**src/hw/scmc_params.svh**
```systemverilog
// Register map, field positions, reset values and timing counts of the clock mode control block.
// Assumes a 20 MHz CLOCK and a 32-bit AXI4-Lite register bus.
`ifndef SCMC_PARAMS_SVH
`define SCMC_PARAMS_SVH
// ****************************************************************
// Register offsets
// ****************************************************************
`define SCMC_OFS_SYSCLK 4'h0
`define SCMC_OFS_FASTRC 4'h4
`define SCMC_OFS_IRQ_STATUS 4'h8
`define SCMC_OFS_IRQ_MASK 4'hC
// ****************************************************************
// Field positions and reset values
// ****************************************************************
`define SCMC_SYSCLK_SEL_LSB 5
`define SCMC_SYSCLK_FAST_KEEP 1
`define SCMC_SYSCLK_SLOW_KEEP 0
`define SCMC_FASTRC_FREQ_LSB 2
`define SCMC_FASTRC_STABLE 1
`define SCMC_FASTRC_ENABLE 0
`define SCMC_SYSCLK_RESET 8'h00
`define SCMC_SEL_SUB 3'h7
`define SCMC_IRQ_STABLE 0
`define SCMC_IRQ_WAKE 1
`define SCMC_IRQ_BITS 2
// ****************************************************************
// Timing
// ****************************************************************
`define SCMC_CLK_MHZ 20
`define SCMC_SETTLE_US 16
`define SCMC_SETTLE_CYC (`SCMC_SETTLE_US * `SCMC_CLK_MHZ)
`endif

```
**src/hw/scmc_pkg.sv**
```systemverilog
// Types shared by the clock mode control block.
// Assumes nothing beyond the constants header.
package scmc_pkg;
    // Operating modes, Gray coded along run, halt and wake.
    typedef enum logic [2:0] {
        SCMC_FAST = 3'h0,
        SCMC_SLOW = 3'h1,
        SCMC_IDLE_SUB = 3'h3,
        SCMC_IDLE_BOTH = 3'h2,
        SCMC_IDLE_FAST = 3'h6,
        SCMC_SLEEP = 3'h7
    } scmc_mode_t;
endpackage

```
**src/hw/scmc_top.sv**
```systemverilog
// Clock selection and power mode control with an AXI4-Lite register slave.
// Assumes a single 20 MHz clock; oscillator and gated clocks are modelled as enables.
//
// Notes on behaviour
// - Select codes 0 to 6 pick fast clock divided by 1..64; 7 picks subclock.
// - Fast mode runs the CPU from the fast clock divided as selected.
// - Slow mode runs from subclock; fast oscillator follows its enable bit.
// - Halt with both keep bits 0 is sleep; only slow oscillator may run, kept by the watchdog.
// - Halt, fast keep 0, slow keep 1: subclock on; system clock only for code 7.
// - Halt with both keep bits 1 keeps all clocks and system clock running.
// - Halt, fast keep 1, slow keep 0: fast on; system clock off for code 7.
// - Slow oscillator stays enabled whenever the watchdog is enabled.
// - Select field switches fast and slow; halt enters mode chosen by keep bits.
// - Frequency codes: 0 is 2 MHz, 1 is 4 MHz, 2 is 8 MHz, 3 is 2 MHz.
// - A new frequency takes effect only once the stable flag is set.
// - Enable or frequency change clears the stable flag until settled.
// - Fast oscillator enable resets to one.
// - Unimplemented register bits read as zero.
// - Restart of the fast oscillator is tracked through the stable flag.
// - Port A falling edge, interrupt or watchdog overflow wakes the device.
`include "scmc_params.svh"
module scmc_top (
    // Clock, reset and clock enable
    input wire logic CLOCK,
    input wire logic RST_N,
    input wire logic CLK_EN,
    // AXI4-Lite write address and data
    input wire logic [3:0] AWADDR,
    input wire logic AWVALID,
    output logic AWREADY,
    input wire logic [31:0] WDATA,
    input wire logic [3:0] WSTRB,
    input wire logic WVALID,
    output logic WREADY,
    // AXI4-Lite write response
    output logic [1:0] BRESP,
    output logic BVALID,
    input wire logic BREADY,
    // AXI4-Lite read
    input wire logic [3:0] ARADDR,
    input wire logic ARVALID,
    output logic ARREADY,
    output logic [31:0] RDATA,
    output logic [1:0] RRESP,
    output logic RVALID,
    input wire logic RREADY,
    // Core and wake sources
    input wire logic CPU_HALT,
    input wire logic WDT_ENABLE,
    input wire logic WAKE_PORT_A,
    input wire logic WAKE_IRQ,
    input wire logic WAKE_WDT,
    // Clock enables towards the chip
    output logic CPU_RUN,
    output logic SYSTEM_CLOCK_EN,
    output logic SYSTEM_CLOCK_TICK,
    output logic FAST_CLOCK_EN,
    output logic SUB_CLOCK_EN,
    output logic SLOW_RC_EN,
    output logic FAST_RC_OSC_EN,
    output logic [1:0] FAST_RC_FREQ,
    output logic [2:0] MODE,
    output logic IRQ
);
    // ****************************************************************
    // Registers
    // ****************************************************************
    // Copies of the two control bytes, the settling state and the interrupt pair.
    logic [2:0] sel_ff;
    logic fast_keep_ff;
    logic slow_keep_ff;
    logic [1:0] freq_req_ff;
    logic [1:0] freq_use_ff;
    logic rc_en_ff;
    logic stable_ff;
    logic [8:0] settle_ff;
    logic [1:0] irq_stat_ff;
    logic [1:0] irq_mask_ff;
    scmc_pkg::scmc_mode_t mode_ff;
    scmc_pkg::scmc_mode_t nxt_mode;
    logic [5:0] div_ff;
    logic [2:0] sel_use_ff;
    logic aw_got_ff;
    logic w_got_ff;
    logic [3:0] aw_addr_ff;
    logic [31:0] w_data_ff;
    logic [3:0] w_strb_ff;
    logic port_a_d_ff;
    logic wr_go;
    logic wr_lane0;
    logic [7:0] wb;
    logic restart;
    logic halted;
    logic wake;
    logic [7:0] rd_byte;

    // ****************************************************************
    // AXI4-Lite write path
    // ****************************************************************
    // A write commits once both halves are held and no response is pending.
    assign wr_go = aw_got_ff && w_got_ff && !BVALID;
    assign wr_lane0 = wr_go && w_strb_ff[0];
    assign wb = w_data_ff[7:0];

    // Address and data are latched independently so either may come first.
    // Aligned addresses answer OKAY even where no register lives.
    always_ff @(posedge CLOCK) begin
        if (!RST_N) begin
            aw_got_ff <= 1'b0;
            w_got_ff <= 1'b0;
            aw_addr_ff <= 4'h0;
            w_data_ff <= 32'h0;
            w_strb_ff <= 4'h0;
            AWREADY <= 1'b0;
            WREADY <= 1'b0;
            BVALID <= 1'b0;
            BRESP <= 2'h0;
        end else if (CLK_EN) begin
            AWREADY <= !aw_got_ff && !AWREADY && !BVALID;
            WREADY <= !w_got_ff && !WREADY && !BVALID;
            if (AWVALID && AWREADY) begin
                aw_got_ff <= 1'b1;
                aw_addr_ff <= AWADDR;
            end
            if (WVALID && WREADY) begin
                w_got_ff <= 1'b1;
                w_data_ff <= WDATA;
                w_strb_ff <= WSTRB;
            end
            if (wr_go) begin
                BVALID <= 1'b1;
                BRESP <= (aw_addr_ff[1:0] == 2'h0) ? 2'h0 : 2'h2;
                aw_got_ff <= 1'b0;
                w_got_ff <= 1'b0;
            end else if (BVALID && BREADY) begin
                BVALID <= 1'b0;
            end
        end
    end

    // ****************************************************************
    // Control registers
    // ****************************************************************
    // Keep bits only matter during a halt; writing them while running is harmless.
    // Select and keep-alive bits; the select field is the only fast/slow switch.
    always_ff @(posedge CLOCK) begin
        if (!RST_N) begin
            sel_ff <= 3'(`SCMC_SYSCLK_RESET >> `SCMC_SYSCLK_SEL_LSB);
            fast_keep_ff <= 1'b0;
            slow_keep_ff <= 1'b0;
        end else if (CLK_EN && wr_lane0 && aw_addr_ff == `SCMC_OFS_SYSCLK) begin
            sel_ff <= wb[7:5];
            fast_keep_ff <= wb[`SCMC_SYSCLK_FAST_KEEP];
            slow_keep_ff <= wb[`SCMC_SYSCLK_SLOW_KEEP];
        end
    end

    // A restart is any rising enable or a frequency change while enabled.
    assign restart = wr_lane0 && aw_addr_ff == `SCMC_OFS_FASTRC && wb[`SCMC_FASTRC_ENABLE]
        && (!rc_en_ff || wb[3:2] != freq_req_ff);

    // Oscillator enable resets high so the fast clock runs after power-on.
    always_ff @(posedge CLOCK) begin
        if (!RST_N) begin
            rc_en_ff <= 1'b1;
            freq_req_ff <= 2'h0;
        end else if (CLK_EN && wr_lane0 && aw_addr_ff == `SCMC_OFS_FASTRC) begin
            rc_en_ff <= wb[`SCMC_FASTRC_ENABLE];
            freq_req_ff <= wb[3:2];
        end
    end

    // The settle count is fixed and short; a slower oscillator would need a larger count.
    // Settling counter; the applied frequency follows the request only when stable.
    always_ff @(posedge CLOCK) begin
        if (!RST_N) begin
            stable_ff <= 1'b0;
            settle_ff <= 9'(`SCMC_SETTLE_CYC);
            freq_use_ff <= 2'h0;
        end else if (CLK_EN) begin
            if (restart) begin
                stable_ff <= 1'b0;
                settle_ff <= 9'(`SCMC_SETTLE_CYC);
            end else if (!rc_en_ff) begin
                stable_ff <= 1'b0;
            end else if (settle_ff != 9'h0) begin
                settle_ff <= settle_ff - 9'h1;
            end else begin
                stable_ff <= 1'b1;
                freq_use_ff <= freq_req_ff;
            end
        end
    end

    // ****************************************************************
    // Operating mode
    // ****************************************************************
    // A pin held low wakes only once, as the edge is taken against the last sample.
    assign halted = mode_ff != scmc_pkg::SCMC_FAST && mode_ff != scmc_pkg::SCMC_SLOW;
    assign wake = WAKE_IRQ || WAKE_WDT || (port_a_d_ff && !WAKE_PORT_A);

    // Halt picks the low-power mode from the keep bits of that moment.
    always_comb begin
        nxt_mode = mode_ff;
        if (halted) begin
            if (wake) begin
                nxt_mode = (sel_ff == `SCMC_SEL_SUB) ? scmc_pkg::SCMC_SLOW : scmc_pkg::SCMC_FAST;
            end
        end else if (CPU_HALT) begin
            unique case ({fast_keep_ff, slow_keep_ff})
                2'b00: nxt_mode = scmc_pkg::SCMC_SLEEP;
                2'b01: nxt_mode = scmc_pkg::SCMC_IDLE_SUB;
                2'b11: nxt_mode = scmc_pkg::SCMC_IDLE_BOTH;
                2'b10: nxt_mode = scmc_pkg::SCMC_IDLE_FAST;
            endcase
        end else begin
            nxt_mode = (sel_ff == `SCMC_SEL_SUB) ? scmc_pkg::SCMC_SLOW : scmc_pkg::SCMC_FAST;
        end
    end

    // Mode register and wake edge tracking.
    // The tracker resets to the idle high level so no false wake follows reset.
    always_ff @(posedge CLOCK) begin
        if (!RST_N) begin
            mode_ff <= scmc_pkg::SCMC_FAST;
            port_a_d_ff <= 1'b1;
        end else if (CLK_EN) begin
            mode_ff <= nxt_mode;
            port_a_d_ff <= WAKE_PORT_A;
        end
    end

    // ****************************************************************
    // Clock division
    // ****************************************************************
    // The divide ratio changes only when the counter wraps, so each output
    // period is whole; a mid-period switch would leave a runt phase.
    always_ff @(posedge CLOCK) begin
        if (!RST_N) begin
            div_ff <= 6'h0;
            sel_use_ff <= 3'h0;
            SYSTEM_CLOCK_TICK <= 1'b0;
        end else if (CLK_EN) begin
            if (sel_use_ff == `SCMC_SEL_SUB || div_ff == ((6'h1 << sel_use_ff) - 6'h1)) begin
                div_ff <= 6'h0;
                sel_use_ff <= sel_ff;
                SYSTEM_CLOCK_TICK <= sel_use_ff != `SCMC_SEL_SUB;
            end else begin
                div_ff <= div_ff + 6'h1;
                SYSTEM_CLOCK_TICK <= 1'b0;
            end
        end
    end

    // ****************************************************************
    // Clock enable outputs
    // ****************************************************************
    // Each mode gates the four clocks as the mode table demands.
    // The slow oscillator runs in every mode but sleep, where the watchdog may keep it.
    always_ff @(posedge CLOCK) begin
        if (!RST_N) begin
            CPU_RUN <= 1'b1;
            SYSTEM_CLOCK_EN <= 1'b1;
            FAST_CLOCK_EN <= 1'b1;
            SUB_CLOCK_EN <= 1'b1;
            SLOW_RC_EN <= 1'b1;
        end else if (CLK_EN) begin
            CPU_RUN <= !halted;
            SLOW_RC_EN <= 1'b1;
            unique case (mode_ff)
                scmc_pkg::SCMC_FAST: begin
                    SYSTEM_CLOCK_EN <= 1'b1;
                    FAST_CLOCK_EN <= 1'b1;
                    SUB_CLOCK_EN <= 1'b1;
                end
                scmc_pkg::SCMC_SLOW: begin
                    SYSTEM_CLOCK_EN <= 1'b1;
                    FAST_CLOCK_EN <= rc_en_ff;
                    SUB_CLOCK_EN <= 1'b1;
                end
                scmc_pkg::SCMC_IDLE_SUB: begin
                    SYSTEM_CLOCK_EN <= sel_ff == `SCMC_SEL_SUB;
                    FAST_CLOCK_EN <= 1'b0;
                    SUB_CLOCK_EN <= 1'b1;
                end
                scmc_pkg::SCMC_IDLE_BOTH: begin
                    SYSTEM_CLOCK_EN <= 1'b1;
                    FAST_CLOCK_EN <= 1'b1;
                    SUB_CLOCK_EN <= 1'b1;
                end
                scmc_pkg::SCMC_IDLE_FAST: begin
                    SYSTEM_CLOCK_EN <= sel_ff != `SCMC_SEL_SUB;
                    FAST_CLOCK_EN <= 1'b1;
                    SUB_CLOCK_EN <= 1'b0;
                end
                scmc_pkg::SCMC_SLEEP: begin
                    SYSTEM_CLOCK_EN <= 1'b0;
                    FAST_CLOCK_EN <= 1'b0;
                    SUB_CLOCK_EN <= 1'b0;
                    SLOW_RC_EN <= slow_keep_ff || WDT_ENABLE;
                end
            endcase
        end
    end

    // The oscillator pin follows its enable bit, but a halt without fast keep stops it too.
    // Oscillator pins; code 3 is driven as 2 MHz like code 0.
    always_ff @(posedge CLOCK) begin
        if (!RST_N) begin
            FAST_RC_OSC_EN <= 1'b1;
            FAST_RC_FREQ <= 2'h0;
            MODE <= 3'h0;
        end else if (CLK_EN) begin
            FAST_RC_OSC_EN <= rc_en_ff && (!halted || fast_keep_ff);
            FAST_RC_FREQ <= (freq_use_ff == 2'h3) ? 2'h0 : freq_use_ff;
            MODE <= mode_ff;
        end
    end

    // ****************************************************************
    // Interrupts
    // ****************************************************************
    // Sticky events; a set in the same cycle as a write-one clear wins.
    // Bit 0 marks the oscillator settling, bit 1 a wake from any halt mode.
    always_ff @(posedge CLOCK) begin
        if (!RST_N) begin
            irq_stat_ff <= 2'h0;
            irq_mask_ff <= 2'h0;
            IRQ <= 1'b0;
        end else if (CLK_EN) begin
            if (wr_lane0 && aw_addr_ff == `SCMC_OFS_IRQ_MASK) begin
                irq_mask_ff <= wb[1:0];
            end
            irq_stat_ff <= (irq_stat_ff
                & ~((wr_lane0 && aw_addr_ff == `SCMC_OFS_IRQ_STATUS) ? wb[1:0] : 2'h0))
                | {halted && wake, rc_en_ff && !restart && settle_ff == 9'h0 && !stable_ff};
            IRQ <= |(irq_stat_ff & irq_mask_ff);
        end
    end

    // ****************************************************************
    // AXI4-Lite read path
    // ****************************************************************
    // Unimplemented bits read as zero.
    // Only the low byte carries registers; the upper bytes always read as zero.
    always_comb begin
        unique case (ARADDR)
            `SCMC_OFS_SYSCLK: rd_byte = {sel_ff, 3'h0, fast_keep_ff, slow_keep_ff};
            `SCMC_OFS_FASTRC: rd_byte = {4'h0, freq_req_ff, stable_ff, rc_en_ff};
            `SCMC_OFS_IRQ_STATUS: rd_byte = {6'h0, irq_stat_ff};
            `SCMC_OFS_IRQ_MASK: rd_byte = {6'h0, irq_mask_ff};
            default: rd_byte = 8'h00;
        endcase
    end

    // One read at a time; misaligned addresses answer SLVERR.
    always_ff @(posedge CLOCK) begin
        if (!RST_N) begin
            ARREADY <= 1'b0;
            RVALID <= 1'b0;
            RDATA <= 32'h0;
            RRESP <= 2'h0;
        end else if (CLK_EN) begin
            ARREADY <= !RVALID && !ARREADY;
            if (ARVALID && ARREADY) begin
                RVALID <= 1'b1;
                RDATA <= {24'h0, rd_byte};
                RRESP <= (ARADDR[1:0] == 2'h0) ? 2'h0 : 2'h2;
            end else if (RVALID && RREADY) begin
                RVALID <= 1'b0;
            end
        end
    end
endmodule

```
**config.mk**
```make
export PLATFORM = sky130hd
export DESIGN_NAME = scmc_top
export DESIGN_NICKNAME = d
export VERILOG_FILES = /design/src/hw/scmc_pkg.sv /design/src/hw/scmc_top.sv
export VERILOG_INCLUDE_DIRS = /design/src /design/src/hw
export SDC_FILE = /design/constraint.sdc
export NUM_CORES = 1
export LEC_CHECK = 0
export BUFFER_PORTS_ARGS = -buffer_cell sky130_fd_sc_hd__buf_2
export CORE_ASPECT_RATIO = 0.5
export CORE_UTILIZATION = 48
export CTS_BUF_LIST = sky130_fd_sc_hd__clkbuf_4 sky130_fd_sc_hd__clkbuf_8
export DETAILED_ROUTE_END_ITERATION = 10
export PLACE_DENSITY = 0.86
export REMOVE_ABC_BUFFERS = 1
export SETUP_SLACK_MARGIN = 0.2
export SLEW_MARGIN = 40
export SYNTH_ARGS = -nofsm -noshare
export SYNTH_HDL_FRONTEND = slang
export SYNTH_SLANG_ARGS = --single-unit
```
**constraint.sdc**
```tcl
create_clock -name CLOCK -period 2.5 [get_ports CLOCK]
set_clock_uncertainty 0.15 [all_clocks]
set_input_delay 0.125 -clock CLOCK [delete_from_list [all_inputs] [get_ports CLOCK]]
set_output_delay 0.125 -clock CLOCK [all_outputs]
set_load 0.02 [all_outputs]
```
==> impl_metrics.toml, run 1 <==
[die]
dieWidth_microns = 125
fp.dieH_microns = 63.3
ios = 111
fp-row-count = 21
core_sq_um = 6960
die_area_sq_um = 7890
floorplan.initialDensity = 0.518

[power_and_ir_drop]
power_per_cell_area_nw_per_um2 = 556
p_clk_frac = 0.345
ir_worst_vdd_mv = 0.259
swShare = 0.256
power_switching_w = 0.000639
leakage_nw = 1.89
p_int_w = 0.00185
combinationalPowerShare = 0.125
seq_power_share = 0.531

[timing]
fin_crit_ns = 2.42
finalCritPeriodShare = 0.966
rsz0062_at_grt = "true"
fin_tns_setup_ns = 0
fin_ws_ns = 0.0843
final_max_slew_viol_count = 0
hold_viol = 0
hold_ws_ns = 0.0393
fmax_ghz = 0.414
max-slew-margin-rel = 0.555
tightest_slew_ns = 0.666
setup_viol = 0

[finish]
fin_cells = 607
nets = 571
drive_above_1_share = 0.231
area_delta_synth_final_pct = 24.3
final_core_util = 0.644
fillerInstances = 529
diodes = 0
final_cell_mix = "dfxtp_1, buf_2, nor2_1"
layout_commonest_cell = "dfxtp_1"

[grt]
first_global_vias = 3181
antenna_found_initial = 0
grt_pass1_wl_microns = 14900
grt-ovfl-total = 0
grt_max_degree = 30
grt_use_total = 0.235

[yosys]
synth_top_area_frac = 0.433
ys_seq_area_frac = 0.433
synth_warnings = 0
synth-edff-count = 0
synth_cell_types = 52
synthesis.instances = 425
synth_top_cell_by_area = "dfxtp_1"
synthTopCellsByArea = "dfxtp_1, buf_4, nor2_1, nand2_1, a21oi_1"
ys_async_sr_fraction = 0
synthesis.area_sq_um = 3610
syn_avg_cell_area_sq_um = 8.49
ys.flop_type = "dfxtp_1"
ys_seq_elements = 78

[run]
drv_cap = 0

[clocking]
cts_tree = "built"
cts_num_sinks = 78
clk_pin_slew_worst_paths_ns = 0.07
clk_latency_ns = 0.35
htreeDepth = 3
cts-buffers-inserted = 9
cts.path.max_buffers = 2
cts_root_buf = "clkbuf_8"

[hold_path]
min-delay-path-class = "in2reg"

[placement]
dp_hpwl_microns = 5630
place_congestion = 0.771
io_buffers = 55
pre_cts_slack_ns = 0.0217
dpl.cell_count = 566

[drt]
wl_met2_microns = 4350
wl_per_cell_microns = 14.5
top_layer_used = "met4"
wl_met3_microns = 527
route.detailed.drc = 0
via_per_inst = 5.48
dr.pass1.iters = 5
ant_nets = 0
routed_wl_microns = 8790
via_count = 3324
drt_iter0_markers = 224
met1Wirelength_microns = 3690

[setup_path]
cp-start-kind = "register"
worstPathArrival_ns = 2.49
crit_fanout = 3
critPathKind = "reg2reg"
worstPathRequired_ns = 2.58
end_kind = "register"
r2r_slack_ns = 0.08

[outcome]
status = "finished, final reports clean"
-- worst max-delay path, stage by stage, from the launching register on --
cell and delay (ns):
dfxtp_2 0.32, or3_4 0.39, ha_4 0.19, xnor2_4 0.14
mux2i_2 0.17, a2111o_1 0.48, buf_6 0.15, o211ai_1 0.19
a31oi_1 0.12
-- logic make-up after synthesis --
family	synth area share
adder cells (fa/ha/maj)	0.0104
AO/OA/AOI/OAI	0.144
multiplexers	0.0572
other	0.00104
AND/OR/NAND/NOR	0.228
flip-flops	0.433
buffers and inverters	0.0853
XOR/XNOR	0.0413
-- area by class of cell --
class,count,area [sq um],share of cell area
Inverter,7,26.3,0.00586
Multi-Input combinational cell,318,1940,0.433
Tap cell,92,115,0.0257
Clock buffer,14,174,0.0388
Clock inverter,1,5.00,0.00112
Sequential cell,78,1570,0.350
Timing Repair Buffer,97,653,0.146
-- synth_stat cells (all sizes together), types with 6 or more instances --
| library cell | n |
|---|---|
| nor3 | 9 |
| mux2i | 15 |
| a211oi | 6 |
| inv | 6 |
| nand3 | 21 |
| a21oi | 32 |
| dfxtp | 78 |
| nor2 | 52 |
| clkbuf | 19 |
| nand2 | 48 |
| buf | 29 |
| o21ai | 12 |
| xnor2 | 13 |
-- per-layer routing --
| layer | vias up | global-route usage |
|---|---|---|
| li1 | 1610 | - |
| met1 | 1559 | 0.277 |
| met2 | 127 | 0.415 |
| met3 | 28 | 0.0484 |
| met4 | 0 | 0.110 |
| met5 | - | 0 |
-- through the flow --
stage          power [W]  cell area [sq um]
2_1_floorplan    0.00153               3420
3_3_place_gp     0.00162               3940
3_5_place_dp     0.00163               3940
4_1_cts          0.00249               4410
5_1_grt          0.00260               4490
6_report         0.00249               4490
-- registers in the layout (all words and copies together), names as in the netlist, 3 cells and up --
signal	flops
RDATA	7
aw_addr_ff	4
w_data_ff	7
sel_use_ff	3
div_ff	6
sel_ff	3
MODE	3
settle_ff	9
mode_ff	3
-- power groups by stage --
stage	combinational [W]	sequential (W)	clock (W)
after floorplan	0.000171	0.00136	0
after global placement	0.000270	0.00135	0
after detailed placement	0.000277	0.00135	0
after CTS	0.000305	0.00132	0.000863
after global routing	0.000339	0.00133	0.000928
final	0.000311	0.00132	0.000859
-- what timing repair did --
item | 4_1_cts | 5_1_grt
setup buffers | 1 | 3
pin swaps | 6 | 11
endpoints found under the hold margin | 20 | 0
gates resized for setup | 13 | 14
endpoints found under the setup margin | 10 | 11
hold buffers | 22 | 0
-- worst paths after layout --
check / to / cells past startpoint / start
worst max-delay path: sel_use_ff[1] / 8 / sel_use_ff[2]
worst min-delay path: rc_en_ff / 3 / RST_N
worst max register to register: sel_use_ff[1] / 8 / sel_use_ff[2]
worst min register to register: SYSTEM_CLOCK_TICK / 2 / SYSTEM_CLOCK_TICK
Note: power is estimated with default switching activity, not from simulation.
==> run 2: changes to the inputs <==
Settings changed: CORE_UTILIZATION 48 to 25, PLACE_DENSITY 0.86 to 0.54.
==> impl_metrics.toml, run 2 (synthesis gave the netlist of run 1 again) <==
[grt]
met2_usage = 0.203
first_global_vias = 2856
grt-ovfl-total = 0
grt_pass1_wl_microns = 14200
top_usage_layer = "met2"
grt_max_degree = 36
use_met3 = 0.0341
use_met1 = 0.153
grt_use_total = 0.123
antenna_found_initial = 0

[finish]
nets = 569
diodes = 0
largest_registers = "settle_ff (9), RDATA (7), w_data_ff (7)"
fillerInstances = 1495
seqCellArea_sq_um = 1570
final_cell_mix = "dfxtp_1, buf_2, nor2_1"
largest_reg_flops = 9
drive_above_1_share = 0.212
multi_input_area_sq_um = 1900
top_register = "settle_ff"
layout_commonest_cell = "dfxtp_1"
area_delta_synth_final_pct = 26.9

[clocking]
htreeDepth = 3
cts_root_buf = "clkbuf_8"
cts_tree = "built"
cts.path.max_buffers = 2
clk_latency_ns = 0.35
clk_pin_slew_worst_paths_ns = 0.07
cts_num_sinks = 78
cts-buffers-inserted = 9

[drt]
via_count = 3176
drt_iter0_markers = 177
dr.pass1.iters = 4
via_per_inst = 4.50
ant_nets = 0
routed_wl_microns = 8920
route.detailed.drc = 0
wl_per_cell_microns = 12.6

[die]
floorplan.initialDensity = 0.261
ios = 111
die_area_sq_um = 14900
core_sq_um = 13800
dieWidth_microns = 172
fp.dieH_microns = 87.0
fp-row-count = 30

[placement]
dp_hpwl_microns = 6170
place_congestion = 0.776
io_buffers = 55

[setup_path]
cp-start-kind = "register"
critPathKind = "reg2reg"
worstPathArrival_ns = 2.45
end_kind = "register"
worstPathRequired_ns = 2.57
crit_fanout = 4

[power_and_ir_drop]
ir_worst_vdd_mv = 0.238
power_per_cell_area_nw_per_um2 = 556
leakage_nw = 1.87

[run]
drv_cap = 0

[timing]
hold_ws_ns = 0.0380
fin_crit_ns = 2.38
fmax_ghz = 0.420
final_max_slew_viol_count = 0
tightest_slew_ns = 0.602
rsz0062_at_grt = "true"
finalCritPeriodShare = 0.953
hold_viol = 0
fin_tns_setup_ns = 0
max-slew-margin-rel = 0.596
setup_viol = 0

[outcome]
status = "finished, final reports clean"

[hold_path]
min-delay-path-class = "in2reg"
## run 2: where the power goes
group	total, W	switching, W	internal [W]
registers	0.00132	0.0000387	0.00128
clock network	0.000916	0.000448	0.000467
logic	0.000307	0.000177	0.000129
total	0.00255	0.000664	0.00188
## run 2: path summary, 6_finish.rpt
check | startpoint | endpoint | slack [ns] | cells past startpoint
max | sel_use_ff[2] | sel_use_ff[2] | 0.12 | 9
min | RST_N | rc_en_ff | 0.04 | 3
max reg2reg | sel_use_ff[2] | sel_use_ff[2] | 0.12 | 9
min reg2reg | SYSTEM_CLOCK_TICK | SYSTEM_CLOCK_TICK | 0.31 | 2
## run 2: per-layer routing
layer | vias to the layer above | share of wire | routed length [microns]
li1 | 1602 | - | -
met5 | - | 0 | 0
met3 | 7 | 0.039 | 350
met4 | 0 | 0.011 | 100
met1 | 1511 | 0.47 | 4230
met2 | 56 | 0.48 | 4240
## run 2: critical path, stage by stage, from the launching register on
cell      delay [ns]
dfxtp_2         0.33
or3_4           0.39
ha_4            0.20
xnor2_4         0.15
mux2i_2         0.17
a2111o_1        0.46
buf_6           0.14
buf_4           0.13
nor2_2          0.07
o211ai_1        0.08
## run 2: what timing repair did
item | 4_1_cts | 5_1_grt
resized for setup | 2 | 14
buffers inserted | 1 | 1
hold buffers | 24 | 0
pin swaps | 2 | 6
hold endpoints to repair | 28 | 0
endpoints found under the setup margin | 10 | 11
## run 2: final cells by class
cell class                 instances  share of cell area
clock buffer                      14              0.0394
clock inverter                     2             0.00301
inverter                           7             0.00574
multi-input combinational        318               0.414
sequential                        78               0.342
tap                              192              0.0525
timing repair buffer              95               0.143
## run 2: stage by stage
step	setup slack [ns]	total power [W]	instance area, sq um	utilization	std cells
after global routing	0.0273	0.00268	4580	0.331	706
after global placement	0.0686	0.00163	4060	0.294	664
final	0.118	0.00255	4580	0.331	706
after floorplan	0.0225	0.00153	3420	-	403
after CTS	0.172	0.00259	4510	0.326	705
after detailed placement	0.0314	0.00163	4060	0.294	664
==> run 3: changes to the inputs <==
Settings changed: PLACE_DENSITY 0.54 to 0.53.
Clock period 2.5 ns to 2.6 ns, I/O delays scaled along.
==> impl_metrics.toml, run 3 (synthesis gave the netlist of run 1 again) <==
[finish]
diodes = 0
final_cell_mix = "dfxtp_1, buf_2, nor2_1"
drive_above_1_share = 0.201
layout_commonest_cell = "dfxtp_1"
top_register = "settle_ff"
area_delta_synth_final_pct = 24.2
nets = 565
largest_reg_flops = 9
largest_registers = "settle_ff (9), RDATA (7), w_data_ff (7)"

[drt]
via_per_inst = 4.42
via_count = 3091
ant_nets = 0
wl_per_cell_microns = 12.1
route.detailed.drc = 0
routed_wl_microns = 8430
drt_iter0_markers = 194
dr.pass1.iters = 5

[die]
ios = 111
core_sq_um = 13800
die_area_sq_um = 14900
fp-row-count = 30
fp.dieH_microns = 87.0
floorplan.initialDensity = 0.261
dieWidth_microns = 172

[power_and_ir_drop]
leakage_nw = 1.83
ir_worst_vdd_mv = 0.184
power_per_cell_area_nw_per_um2 = 521

[setup_path]
critPathKind = "reg2reg"
crit_chain = "or3_1 > ha_4 > xnor2_4 > mux2i_2 > a2111o_1 > o21ai_1 > buf_4 > o21ai_0"
cp_top_family = "compound AO/OA/AOI/OAI gates"
crit_buf_inv = 1
crit_path_top_delay_cell = "a2111o_1"
worstPathArrival_ns = 2.42
end_kind = "register"
cpPeakStageDelay_ns = 0.43
crit_fanout = 6
worstPathRequired_ns = 2.69
cp-start-kind = "register"

[placement]
place_congestion = 0.770
dp_hpwl_microns = 6010
io_buffers = 55

[timing]
final_max_slew_viol_count = 0
fin_crit_ns = 2.33
rsz0062_at_grt = "true"
finalCritPeriodShare = 0.896
setup_viol = 0
fin_tns_setup_ns = 0
hold_ws_ns = 0.0140
hold_viol = 0
fmax_ghz = 0.429

[clocking]
cts.path.max_buffers = 2
htreeDepth = 3
cts_root_buf = "clkbuf_8"
cts-buffers-inserted = 9
clk_latency_ns = 0.35
cts_tree = "built"
cts_num_sinks = 78
clk_pin_slew_worst_paths_ns = 0.08

[outcome]
status = "finished, final reports clean"

[hold_path]
min-delay-path-class = "in2reg"

[grt]
first_global_vias = 2861
grt_pass1_wl_microns = 14000
grt_use_total = 0.120
antenna_found_initial = 0
grt_max_degree = 31
grt-ovfl-total = 0

[run]
drv_cap = 0
## run 3: cell count changes in the layout (fill, tap and decap cells not counted), sizes merged
cell	change
clkbuf	-3
inv	-1
dlygate4sd3	-3
clkinvlp	+1
buf	-1
## run 3: final timing paths
path	start	endpoint	slack [ns]	depth (start not counted)
setup reg to reg	sel_use_ff[2]	div_ff[1]	0.27	8
setup / recovery	sel_use_ff[2]	div_ff[1]	0.27	8
hold / removal	ARADDR[0]	RDATA[1]	0.01	4
hold reg to reg	FAST_RC_FREQ[0]	FAST_RC_FREQ[0]	0.31	2
## run 3: metrics by stage
stage / worst slack, ns / instances / utilization / area [sq um] / power, W
floorplan: 0.123 / 403 / - / 3420 / 0.00147
global placement: 0.198 / 665 / 0.293 / 4050 / 0.00156
detailed placement: 0.181 / 665 / 0.293 / 4050 / 0.00157
CTS: 0.219 / 700 / 0.321 / 4440 / 0.00237
global route: 0.177 / 699 / 0.324 / 4480 / 0.00246
finish: 0.270 / 699 / 0.324 / 4480 / 0.00234
## run 3: repair_timing
item,CTS,global route
buffers inserted,0,0
setup endpoints to repair,9,11
pin swaps,1,5
resized for setup,2,10
endpoints found under the hold margin,22,0
hold buffers,22,0
## run 3: metal layers
layer | global-route usage | wire length [microns]
met1 | 0.152 | 4050
met2 | 0.199 | 3960
met3 | 0.0300 | 297
met4 | 0.0442 | 119
met5 | 0 | 0
## run 3: power breakdown
part / switching, W / internal, W
Sequential: 0.0000373 / 0.00123
Combinational: 0.000169 / 0.000121
Clock: 0.000423 / 0.000351
## run 3: cell type report
cell class                      instances  area (sq um)
Clock buffer                           11           139
Inverter                                7          26.3
Sequential cell                        78          1560
Tap cell                              192           240
Clock inverter                          2          12.5
Multi-Input combinational cell        318          1900
Fill cell                            1514          9330
Timing Repair Buffer                   91           598
## run 3: worst reg2reg max path, cell delays in order (launching register included)
cell      delay [ns]
dfxtp_1         0.31
or3_1           0.41
ha_4            0.21
xnor2_4         0.15
mux2i_2         0.17
a2111o_1        0.43
o21ai_1         0.14
buf_4           0.16
o21ai_0         0.09
